$ cat config.mk
export PLATFORM = sky130hd
export DESIGN_NAME = occ_channel
export DESIGN_NICKNAME = d
export VERILOG_FILES = /design/src/logic/occ_pkg.sv /design/src/logic/occ_channel.sv
export VERILOG_INCLUDE_DIRS = /design/src /design/src/logic
export SDC_FILE = /design/constraint.sdc
export NUM_CORES = 1
export LEC_CHECK = 0
export ABC_AREA = 1
export BUFFER_PORTS_ARGS = -buffer_cell sky130_fd_sc_hd__buf_2
export CAP_MARGIN = 30
export CORE_ASPECT_RATIO = 1.75
export CORE_MARGIN = 2
export CORE_UTILIZATION = 30
export CTS_CLUSTER_SIZE = 8
export DETAILED_ROUTE_END_ITERATION = 10
export GPL_ROUTABILITY_DRIVEN = 0
export PLACE_DENSITY = 0.55
export SYNTH_ARGS = -nofsm -noshare
export SYNTH_HDL_FRONTEND = slang
export SYNTH_SLANG_ARGS = --single-unit
$ cat constraint.sdc
create_clock -name clock -period 3.5 [get_ports clock]
set_clock_uncertainty 0.05 [all_clocks]
set_input_delay 0 -clock clock [delete_from_list [all_inputs] [get_ports clock]]
set_output_delay 0 -clock clock [all_outputs]
set_load 0.02 [all_outputs]
$ cat src/logic/occ_map.svh
`ifndef OCC_MAP_SVH
`define OCC_MAP_SVH

// ------------------------------------------------------------
// Register indices on the plain register port
// ------------------------------------------------------------
`define OCC_ADDR_W        2
`define OCC_IDX_CONTROL   2'h0
`define OCC_IDX_PRIMARY   2'h1
`define OCC_IDX_SECONDARY 2'h2
`define OCC_IDX_STATUS    2'h3

// ------------------------------------------------------------
// Control and status register fields
// ------------------------------------------------------------
`define OCC_MODE_LSB      0
`define OCC_MODE_MSB      2
`define OCC_TSEL_BIT      3
`define OCC_FLT_BIT       4
`define OCC_SIDL_BIT      13
`define OCC_STAT_FLAG_BIT 0

// ------------------------------------------------------------
// Compare mode codes
// ------------------------------------------------------------
`define OCC_MODE_OFF      3'h0
`define OCC_MODE_LOW      3'h1
`define OCC_MODE_HIGH     3'h2
`define OCC_MODE_TOGGLE   3'h3
`define OCC_MODE_ONESHOT  3'h4
`define OCC_MODE_CONT     3'h5
`define OCC_MODE_PWM      3'h6
`define OCC_MODE_PWM_FLT  3'h7

// ------------------------------------------------------------
// Reset values
// ------------------------------------------------------------
`define OCC_RST_WORD      16'h0000

`endif

$ cat src/logic/occ_pkg.sv
package occ_pkg;

  // ------------------------------------------------------------
  // Timebase view seen by the channel
  // ------------------------------------------------------------
  typedef struct packed {
    logic [15:0] count;
    logic        inc;
    logic        run;
    logic        stop_idle;
  } occ_tb_t;

  // ------------------------------------------------------------
  // Whole channel state
  // ------------------------------------------------------------
  typedef struct packed {
    logic [2:0]  mode;
    logic        tsel;
    logic        flt;
    logic        sidl;
    logic [15:0] pri;
    logic [15:0] sec;
    logic        out;
    logic        oe;
    logic        flag;
    logic        done;
    logic        fsync1;
    logic        fsync2;
    logic        pevt;
    logic [15:0] rdata;
  } occ_state_t;

endpackage

$ cat src/logic/occ_channel.sv
`timescale 1ns/1ns
`include "occ_map.svh"

module occ_channel #(
  parameter int WIDTH = 16
) (
  input  wire logic                   clock,
  input  wire logic                   rst_b,
  input  wire logic [`OCC_ADDR_W-1:0] addr,
  input  wire logic [15:0]            wdata,
  input  wire logic                   wr_en,
  input  wire logic                   rd_en,
  output logic      [15:0]            rdata_q,
  input  wire occ_pkg::occ_tb_t       tb_first,
  input  wire occ_pkg::occ_tb_t       tb_second,
  input  wire logic                   cpu_sleep,
  input  wire logic                   cpu_idle,
  input  wire logic                   fault_input,
  output logic                        cmp_out_q,
  output logic                        cmp_oe_q,
  output logic                        chan_flag_q,
  output logic                        pwm_period_evt_q
);

  // ------------------------------------------------------------
  // Elaboration check
  // ------------------------------------------------------------
  if (WIDTH != 16) begin : g_width_check
    $error("occ_channel supports only WIDTH of 16");
  end

  occ_pkg::occ_state_t s_q;
  occ_pkg::occ_state_t s_d;
  occ_pkg::occ_tb_t    tb;
  logic                act;
  logic                pwm;
  logic                match_p;
  logic                match_s;
  logic                wrap;
  logic                wr_ctl;
  logic [15:0]         ctl_word;

  // ------------------------------------------------------------
  // Timebase selection and event decode
  // ------------------------------------------------------------
  always_comb begin
    tb = s_q.tsel ? tb_second : tb_first;
    // Idle keeps running only with both stop bits clear.
    act = !cpu_sleep &&
          (!cpu_idle || (!s_q.sidl && tb.run && !tb.stop_idle));
    pwm = s_q.mode[2] && s_q.mode[1];
    match_p = act && tb.inc && (tb.count == s_q.pri);
    match_s = act && tb.inc && (tb.count == s_q.sec);
    // A fresh zero after an increment is the period rollover.
    wrap = act && tb.inc && (tb.count == 16'h0000);
    wr_ctl = wr_en && (addr == `OCC_IDX_CONTROL);
    ctl_word = 16'h0000;
    ctl_word[`OCC_MODE_MSB:`OCC_MODE_LSB] = s_q.mode;
    ctl_word[`OCC_TSEL_BIT] = s_q.tsel;
    ctl_word[`OCC_FLT_BIT] = s_q.flt;
    ctl_word[`OCC_SIDL_BIT] = s_q.sidl;
  end

  // ------------------------------------------------------------
  // Next state
  // ------------------------------------------------------------
  always_comb begin
    logic [15:0] new_pri;
    logic        clr_flag;
    s_d = s_q;
    new_pri = s_q.pri;
    clr_flag = 1'b0;
    s_d.fsync1 = fault_input;
    s_d.fsync2 = s_q.fsync1;
    s_d.pevt = 1'b0;
    s_d.rdata = 16'h0000;

    if (rd_en) begin
      unique case (addr)
        `OCC_IDX_CONTROL:   s_d.rdata = ctl_word;
        `OCC_IDX_PRIMARY:   s_d.rdata = s_q.pri;
        `OCC_IDX_SECONDARY: s_d.rdata = s_q.sec;
        `OCC_IDX_STATUS: begin
          s_d.rdata[`OCC_STAT_FLAG_BIT] = s_q.flag;
        end
      endcase
    end

    // Sleep stops compare and flag actions; register writes still land and the pin keeps its level.
    if (!cpu_sleep) begin
      unique case (s_q.mode)
        `OCC_MODE_LOW: begin
          // Wrapping without a match simply changes nothing.
          if (match_p) s_d.out = 1'b0;
        end
        `OCC_MODE_HIGH: begin
          if (match_p) s_d.out = 1'b1;
        end
        `OCC_MODE_TOGGLE: begin
          if (match_p) s_d.out = !s_q.out;
        end
        `OCC_MODE_ONESHOT, `OCC_MODE_CONT: begin
          if (!s_q.done) begin
            if (match_p) s_d.out = 1'b1;
            if (match_s && s_q.out) begin
              s_d.out = 1'b0;
              s_d.done = (s_q.mode == `OCC_MODE_ONESHOT);
            end
          end
        end
        `OCC_MODE_PWM, `OCC_MODE_PWM_FLT: begin
          if (wrap) begin
            new_pri = s_q.sec;
            s_d.pri = s_q.sec;
            s_d.out = (s_q.sec != 16'h0000);
            s_d.pevt = 1'b1;
          end
          // A duty beyond the period never matches, so stays high.
          if (act && tb.inc && tb.count == new_pri) begin
            s_d.out = 1'b0;
          end
          if (s_q.mode == `OCC_MODE_PWM_FLT && !s_q.fsync2) begin
            s_d.flt = 1'b1;
          end
        end
        `OCC_MODE_OFF: begin
          s_d.out = 1'b0;
        end
      endcase
      if (!pwm && s_q.mode != `OCC_MODE_OFF &&
          (match_p || (s_q.mode[2] && match_s))) begin
        s_d.flag = 1'b1;
      end
    end

    if (wr_en) begin
      unique case (addr)
        `OCC_IDX_CONTROL: begin
          s_d.mode = wdata[`OCC_MODE_MSB:`OCC_MODE_LSB];
          s_d.tsel = wdata[`OCC_TSEL_BIT];
          s_d.sidl = wdata[`OCC_SIDL_BIT];
          s_d.done = 1'b0;
          // The fault holds until control is rewritten to a non-fault mode, or to PWM with fault once the input is high.
          if (s_d.mode == `OCC_MODE_PWM_FLT && s_q.fsync2) begin
            s_d.flt = 1'b0;
          end else if (s_d.mode != `OCC_MODE_PWM_FLT) begin
            s_d.flt = 1'b0;
          end
        end
        `OCC_IDX_PRIMARY: begin
          if (!pwm) s_d.pri = wdata;
        end
        `OCC_IDX_SECONDARY: s_d.sec = wdata;
        `OCC_IDX_STATUS: clr_flag = wdata[`OCC_STAT_FLAG_BIT];
      endcase
    end

    // A compare event in the clearing cycle survives the clear only when the flag was not already set.
    if (clr_flag && !(s_d.flag && !s_q.flag)) s_d.flag = 1'b0;

    s_d.oe = (s_d.mode != `OCC_MODE_OFF) && !s_d.flt;
    if (cpu_sleep) s_d.oe = s_q.oe;
  end

  // ------------------------------------------------------------
  // State register
  // ------------------------------------------------------------
  always_ff @(posedge clock or negedge rst_b) begin
    if (!rst_b) begin
      s_q <= '0;
    end else begin
      s_q <= s_d;
    end
  end

  assign rdata_q          = s_q.rdata;
  assign cmp_out_q        = s_q.out;
  assign cmp_oe_q         = s_q.oe;
  assign chan_flag_q      = s_q.flag;
  assign pwm_period_evt_q = s_q.pevt;
endmodule

; ---- Word-level counts from Yosys, hierarchy flattened
; Cells that the tools add are included.
[op_classes]
n_eq_ne = 19
n_mux = 40
bitwise = 1
reduce_logical = 41
[op_table]
columns = op, count
row1 = two-way mux 16 bit, 9
row2 = == test 16 bit, 3
row3 = one-hot mux 15 bit (3 select lines), 1
row4 = two-way mux 38 bit, 1
row5 = two-way mux 1 bit, 24
row6 = two-way mux 19 bit, 1
row7 = logical AND 1 bit, 18
row8 = logical NOT 16 bit, 1
row9 = nonzero test 16 bit, 1
row10 = == test 3 bit (second input constant), 5
row11 = logical NOT 1 bit, 10
row12 = == test 3 x 2 -> 1 bit (second input constant), 2
row13 = two-way mux 6 bit, 1
row14 = inequality test 2 bit (second input constant), 3
row15 = inequality test 3 bit (second input constant), 2
row16 = one-hot mux 1 bit (6 select lines), 1
row17 = nonzero test 3 bit, 2
row18 = AND reduction 5 bit, 1
row19 = == test 2 bit (second input constant), 2
row20 = one-hot mux 1 bit (4 select lines), 1
row21 = AND reduction 2 bit, 2
row22 = OR reduction 2 bit, 2
row23 = == test 3 x 1 -> 1 bit (second input constant), 1
row24 = logical NOT 3 bit, 1
row25 = 5 further kinds, 6
[word_totals]
ff_bits = 61
output_inout_bits = 20
wordCells = 115

; ---- Logic depth before layout (Yosys ltp)
[logic_depth]
ltp_word = 16
mapped_depth = 22

; ---- Worst setup path before layout
; No wires, ideal clock.
[synth_timing]
kind = reg2reg
start = register s_q, in the netlist ctl_word[3]
end = register s_q, in the netlist cmp_out_q
setup_ps = 117
t_arrival_ps = 2005
required_time_ps = 3333
setup_slack_ps = 1329
stages_incl_launch_ff = 22
n_path_buf = 3
synth_period_minus_slack_ps = 2171
cell_sequence = dfrtp_1 -> buf_6 -> inv_8 -> buf_12 -> nand2_2 -> nand2_4 -> nand2_1 -> nor2_1 -> nand2_1 -> nor2_2 -> buf_6 -> nand3_1 -> nand3_1 -> nand2_1 -> nor2_1 -> nand2_1 -> nor2_1 -> nand3_2 -> nand2_1 -> nand2_1 -> nand2_1 -> nand2_1
[synth_via]
elab_chain_cells = 14
word_cells_on_any_way = 28
cone_classes = eq/ne: 6 / mux: 9 / reduce/logical: 13
[synth_rtl]
columns = element, line_no
row1 = start: declaration, occ_channel.sv:32  ; occ_pkg::occ_state_t s_q;
row2 = start signal: assignment, occ_channel.sv:170  ; s_q <= '0;
row3 = start signal: assignment, occ_channel.sv:172  ; s_q <= s_d;
row4 = two-way mux 19 bit *, occ_channel.sv:47  ; tb = s_q.tsel ? tb_second : tb_first;
row5 = logical AND 1 bit / logical NOT 1 bit (equally long branches), occ_channel.sv:50  ; (!cpu_idle || (!s_q.sidl && tb.run && !tb.stop_idle));
row6 = logical AND 1 bit, occ_channel.sv:50
row7 = logical OR 1 bit, occ_channel.sv:50
row8 = logical AND 1 bit, occ_channel.sv:49  ; act = !cpu_sleep &&
row9 = logical AND 1 bit, n/a
row10 = logical AND 1 bit, occ_channel.sv:55  ; wrap = act && tb.inc && (tb.count == 16'h0000);
row11 = two-way mux 16 bit, occ_channel.sv:112  ; if (wrap) begin
row12 = two-way mux 16 bit, occ_channel.sv:91  ; unique case (s_q.mode)
row13 = two-way mux 16 bit, occ_channel.sv:90  ; if (!cpu_sleep) begin
row14 = == test 16 bit, occ_channel.sv:119  ; if (act && tb.inc && tb.count == new_pri) begin
row15 = logical AND 1 bit, occ_channel.sv:119
row16 = inequality test 3 bit (no line) / two-way mux 1 bit (equally long branches), n/a
row17 = AND reduction 5 bit (no line) / one-hot mux 1 bit (6 select lines) (equally long branches), n/a
; Mark *: on every way between the ends. The rest lies on a longest branch, timed or not. The select of a mux whose other input is x is not followed.
; A chain may end at the register's enable or synchronous reset.

; ---- Worst setup path after layout
; Ends and elaborated chain as after synthesis.

==> summary.txt <==
Outcome: finished clean
Hold Path Stages: 3
Register area share after synthesis: 33.40%
Post-synthesis cell type count: 42
Minimum clock period: 3093 ps
Hold path endpoint: chan_flag_q$_DFF_PN0_
Max Slew Vio Count: 0
Depth of the worst register-to-register path: 18
DRT antenna net count: 0
Max Root-Sink Buffers: 2
Area contributors post-synth: dfrtp_1, nand2_1, inv_1
First-pass GRT wire length: 25440 µm
Number of port buffers: 82
Crit Path Max Fanout: 24
R2R setup slack: 410 ps
Final Instance Area: 5492 µm²
CP max stage delay: 540 ps
Fillers: 1662
Mapped Area: 4571 µm²
DRC viols: 0
Vias: 4710
Area leader, netlist: dfrtp_1
Core box area: 14910 µm²
Vias in the first global route: 4765
Max-cap violations: 0
CTS Buf Count: 9
Row count: 59
RR Endpoint: cmp_out_q$_DFFE_PN0P_
RSZ-0062 raised after global routing: no
Setup TNS: 0 ps
Setup violations, final: 0
Post-synth net total: 750
Initial antenna violation count: 0
Critical path, cell by cell: inv_8 > nand2_1 > nand2_1 > nand2_1 > nor2_1 > nand2_1 > nor2_2 > nand3_1 > nand3_1 > nand2_1 > nor2_1 > nand2_1 > nor2_1 > nand3_2 > nand2_1 > nand2_1 > nand2_1 > nand2_1
WL final: 16340 µm
Drt pass-1 iters: 5
Cell family with the largest share of critical-path delay: simple AND/OR/NAND/NOR gates
Clock root cell: clkbuf_16
Ant. Diodes: 0
Placed Instance Area: 5006 µm²
CP endpoint kind: register
Ys Warns: 0
CP max-delay cell: dfrtp_2
Cells after DPL: 924
Layout Nets: 836
CTS tree: yes
Commonest non-fill, non-tap cells in the layout: nand2_1, inv_1, buf_2, dfrtp_1
Largest net degree at the start of global routing: 35
Avg WL per Cell: 17.00 µm
Mapped Cells: 687
Commonest non-fill, non-tap cell in the layout: nand2_1
Synth Register Bits: 61
Post-CTS repair timing setup buffer count: 0
Fmax: 323.3 MHz
Die ar.: 16280 µm²
H-Tree Depth: 3
Post-synth top area share: 33.40%
Startpoint Class: register
WP data required: 3670 ps
Final hold vios: 0
Worst slew pin tran: 639.6 ps
DP Wirelength: 13130 µm
Critical path's most frequent cell: nand2_1
Worst Hold Class: in -> reg
Crit path kind: reg -> reg
WP data arrival: 3270 ps
RR Startpoint: ctl_word[3]$_DFFE_PN0P_
Max IR drop VDD: 0.2880 mV
Sink Count: 61
I/O pin cnt: 83
Grt total ovfl: 0
Share of layout cells above drive strength 1: 17.22%
P&R area growth vs syn: 20.15%
Post-Layout Cell Count: 961
DIE WIDTH: 97.31 µm
Tcrit/Tclk final: 88.38%
Rel. slew slack: 57.26%
Reg clk slew, reported paths: 60 ps
Worst path buffer plus inverter count: 1
Skew-Pair Late Insertion Delay: 330 ps
Source of the worst hold timing path: wr_en
Post-DR vias/cell: 4.901
Starting DRT DRC Count: 262
Mean Syn Cell Area: 6.653 µm²
Overall Global Routing Usage: 20.26%
Starting Density: 30.65%
Pwr/cell area: 566.5 nW/µm²
P_leak: 2.986 nW
Die span in y: 167.3 µm
cells in the mapped netlist:
library cell / number
a21oi_1: 13
a21oi_2: 1
a21oi_4: 1
a221oi_1: 2
a22o_1: 1
a22oi_1: 1
a41oi_1: 1
and2_1: 13
buf_12: 1
buf_2: 3
buf_4: 17
buf_6: 7
clkbuf_1: 10
clkinv_2: 2
dfrtp_1: 61
inv_1: 121
inv_8: 1
mux2_2: 1
nand2_1: 224
nand2_2: 9
nand2_4: 5
nand2b_1: 1
nand3_1: 37
nand3_2: 2
nand3b_1: 2
nand4_1: 12
nor2_1: 37
nor2_2: 1
nor3_1: 10
nor3b_1: 1
nor4_1: 8
o211ai_1: 3
o21a_1: 2
o21ai_0: 34
o21ai_1: 1
o21ai_2: 1
o221ai_1: 15
o22ai_1: 4
o31ai_1: 2
or2_2: 1
xnor2_1: 1
xor2_1: 17
final cells by class:
type | count | area, µm² | share of cell area (%)
inverters | 124 | 475.5 | 8.658
multi-input cells | 464 | 2290 | 41.70
clock inverters | 7 | 48.80 | 0.8886
flip-flops and latches | 61 | 1528 | 27.82
well taps | 183 | 229.0 | 4.170
clock buffers | 9 | 225.2 | 4.101
repair buffers | 113 | 695.7 | 12.67
layer usage:
metal	track usage, %	share of wire, %	up-vias
li1	-	-	2316
met1	18.83	33	2196
met2	40.49	57	137
met3	2.379	2.7	61
met4	12.98	6.9	0
met5	0	0	-
power breakdown:
| part | internal (mW) | total [mW] | switching, mW |
|---|---|---|---|
| clock | 0.481 | 0.829 | 0.348 |
| combinational | 0.436 | 1.20 | 0.767 |
| sequential | 0.860 | 1.08 | 0.219 |
| total | 1.78 | 3.11 | 1.33 |
tightest hold or removal path: cells and delay by family:
family,cells,cell delay (ps)
and+or+nand+nor,1,100
AOI/OAI and AO/OA,1,140
buffers and inverters,1,150
metrics by stage:
stage / power, mW / util, % / setup slack (ps) / hold WS (ps)
2_1_floorplan: 1.867 / - / 1329 / -345.6
3_3_place_gp: 2.256 / 33.57 / 300.2 / 1.770
3_5_place_dp: 2.254 / 33.57 / 282.4 / 0.7751
4_1_cts: 3.110 / 36.82 / 250.2 / 36.19
5_1_grt: 3.297 / 36.83 / 180.8 / 70.60
6_report: 3.111 / 36.83 / 406.7 / 47.60
flip-flops by register name, summed over array words and instances (netlist names):
| signal | cells |
|---|---|
| ctl_word | 6 |
| rdata_q | 16 |
| pwm_period_evt_q | 1 |
| s_q | 34 |
| cmp_out_q | 1 |
| chan_flag_q | 1 |
| s_d | 1 |
| cmp_oe_q | 1 |
kinds of logic (layout without fill, tap and decap cells):
kind of cell,after synthesis,in the layout,share of synthesized area [%]
DFF,61,61,33.40
muxes,1,1,0.2464
AOI/OAI and AO/OA,82,82,11.50
xor gates and xnor gates,18,18,3.449
and+or+nand+nor,363,363,34.90
buffers and inverters,162,253,16.51
what timing repair did:
item,CTS,global route
gates resized for setup,0,1
setup endpoints to repair,0,1
endpoints found under the hold margin,61,0
hold buffers,21,0
worst max path at each step:
| stage | to | depth (start not counted) | start | slack (ps) |
|---|---|---|---|---|
| 2_1_floorplan | cmp_out_q$_DFFE_PN0P_ | 21 | ctl_word[3]$_DFFE_PN0P_ | 1330 |
| 3_3_place_gp | cmp_out_q$_DFFE_PN0P_ | 19 | ctl_word[3]$_DFFE_PN0P_ | 300 |
| 3_5_place_dp | cmp_out_q$_DFFE_PN0P_ | 19 | ctl_word[3]$_DFFE_PN0P_ | 280 |
| 4_1_cts | cmp_out_q$_DFFE_PN0P_ | 19 | ctl_word[3]$_DFFE_PN0P_ | 250 |
| 5_1_grt | cmp_out_q$_DFFE_PN0P_ | 18 | ctl_word[3]$_DFFE_PN0P_ | 180 |
| 6_report | cmp_out_q$_DFFE_PN0P_ | 18 | ctl_word[3]$_DFFE_PN0P_ | 410 |
Note: power is estimated with default switching activity, not from simulation.
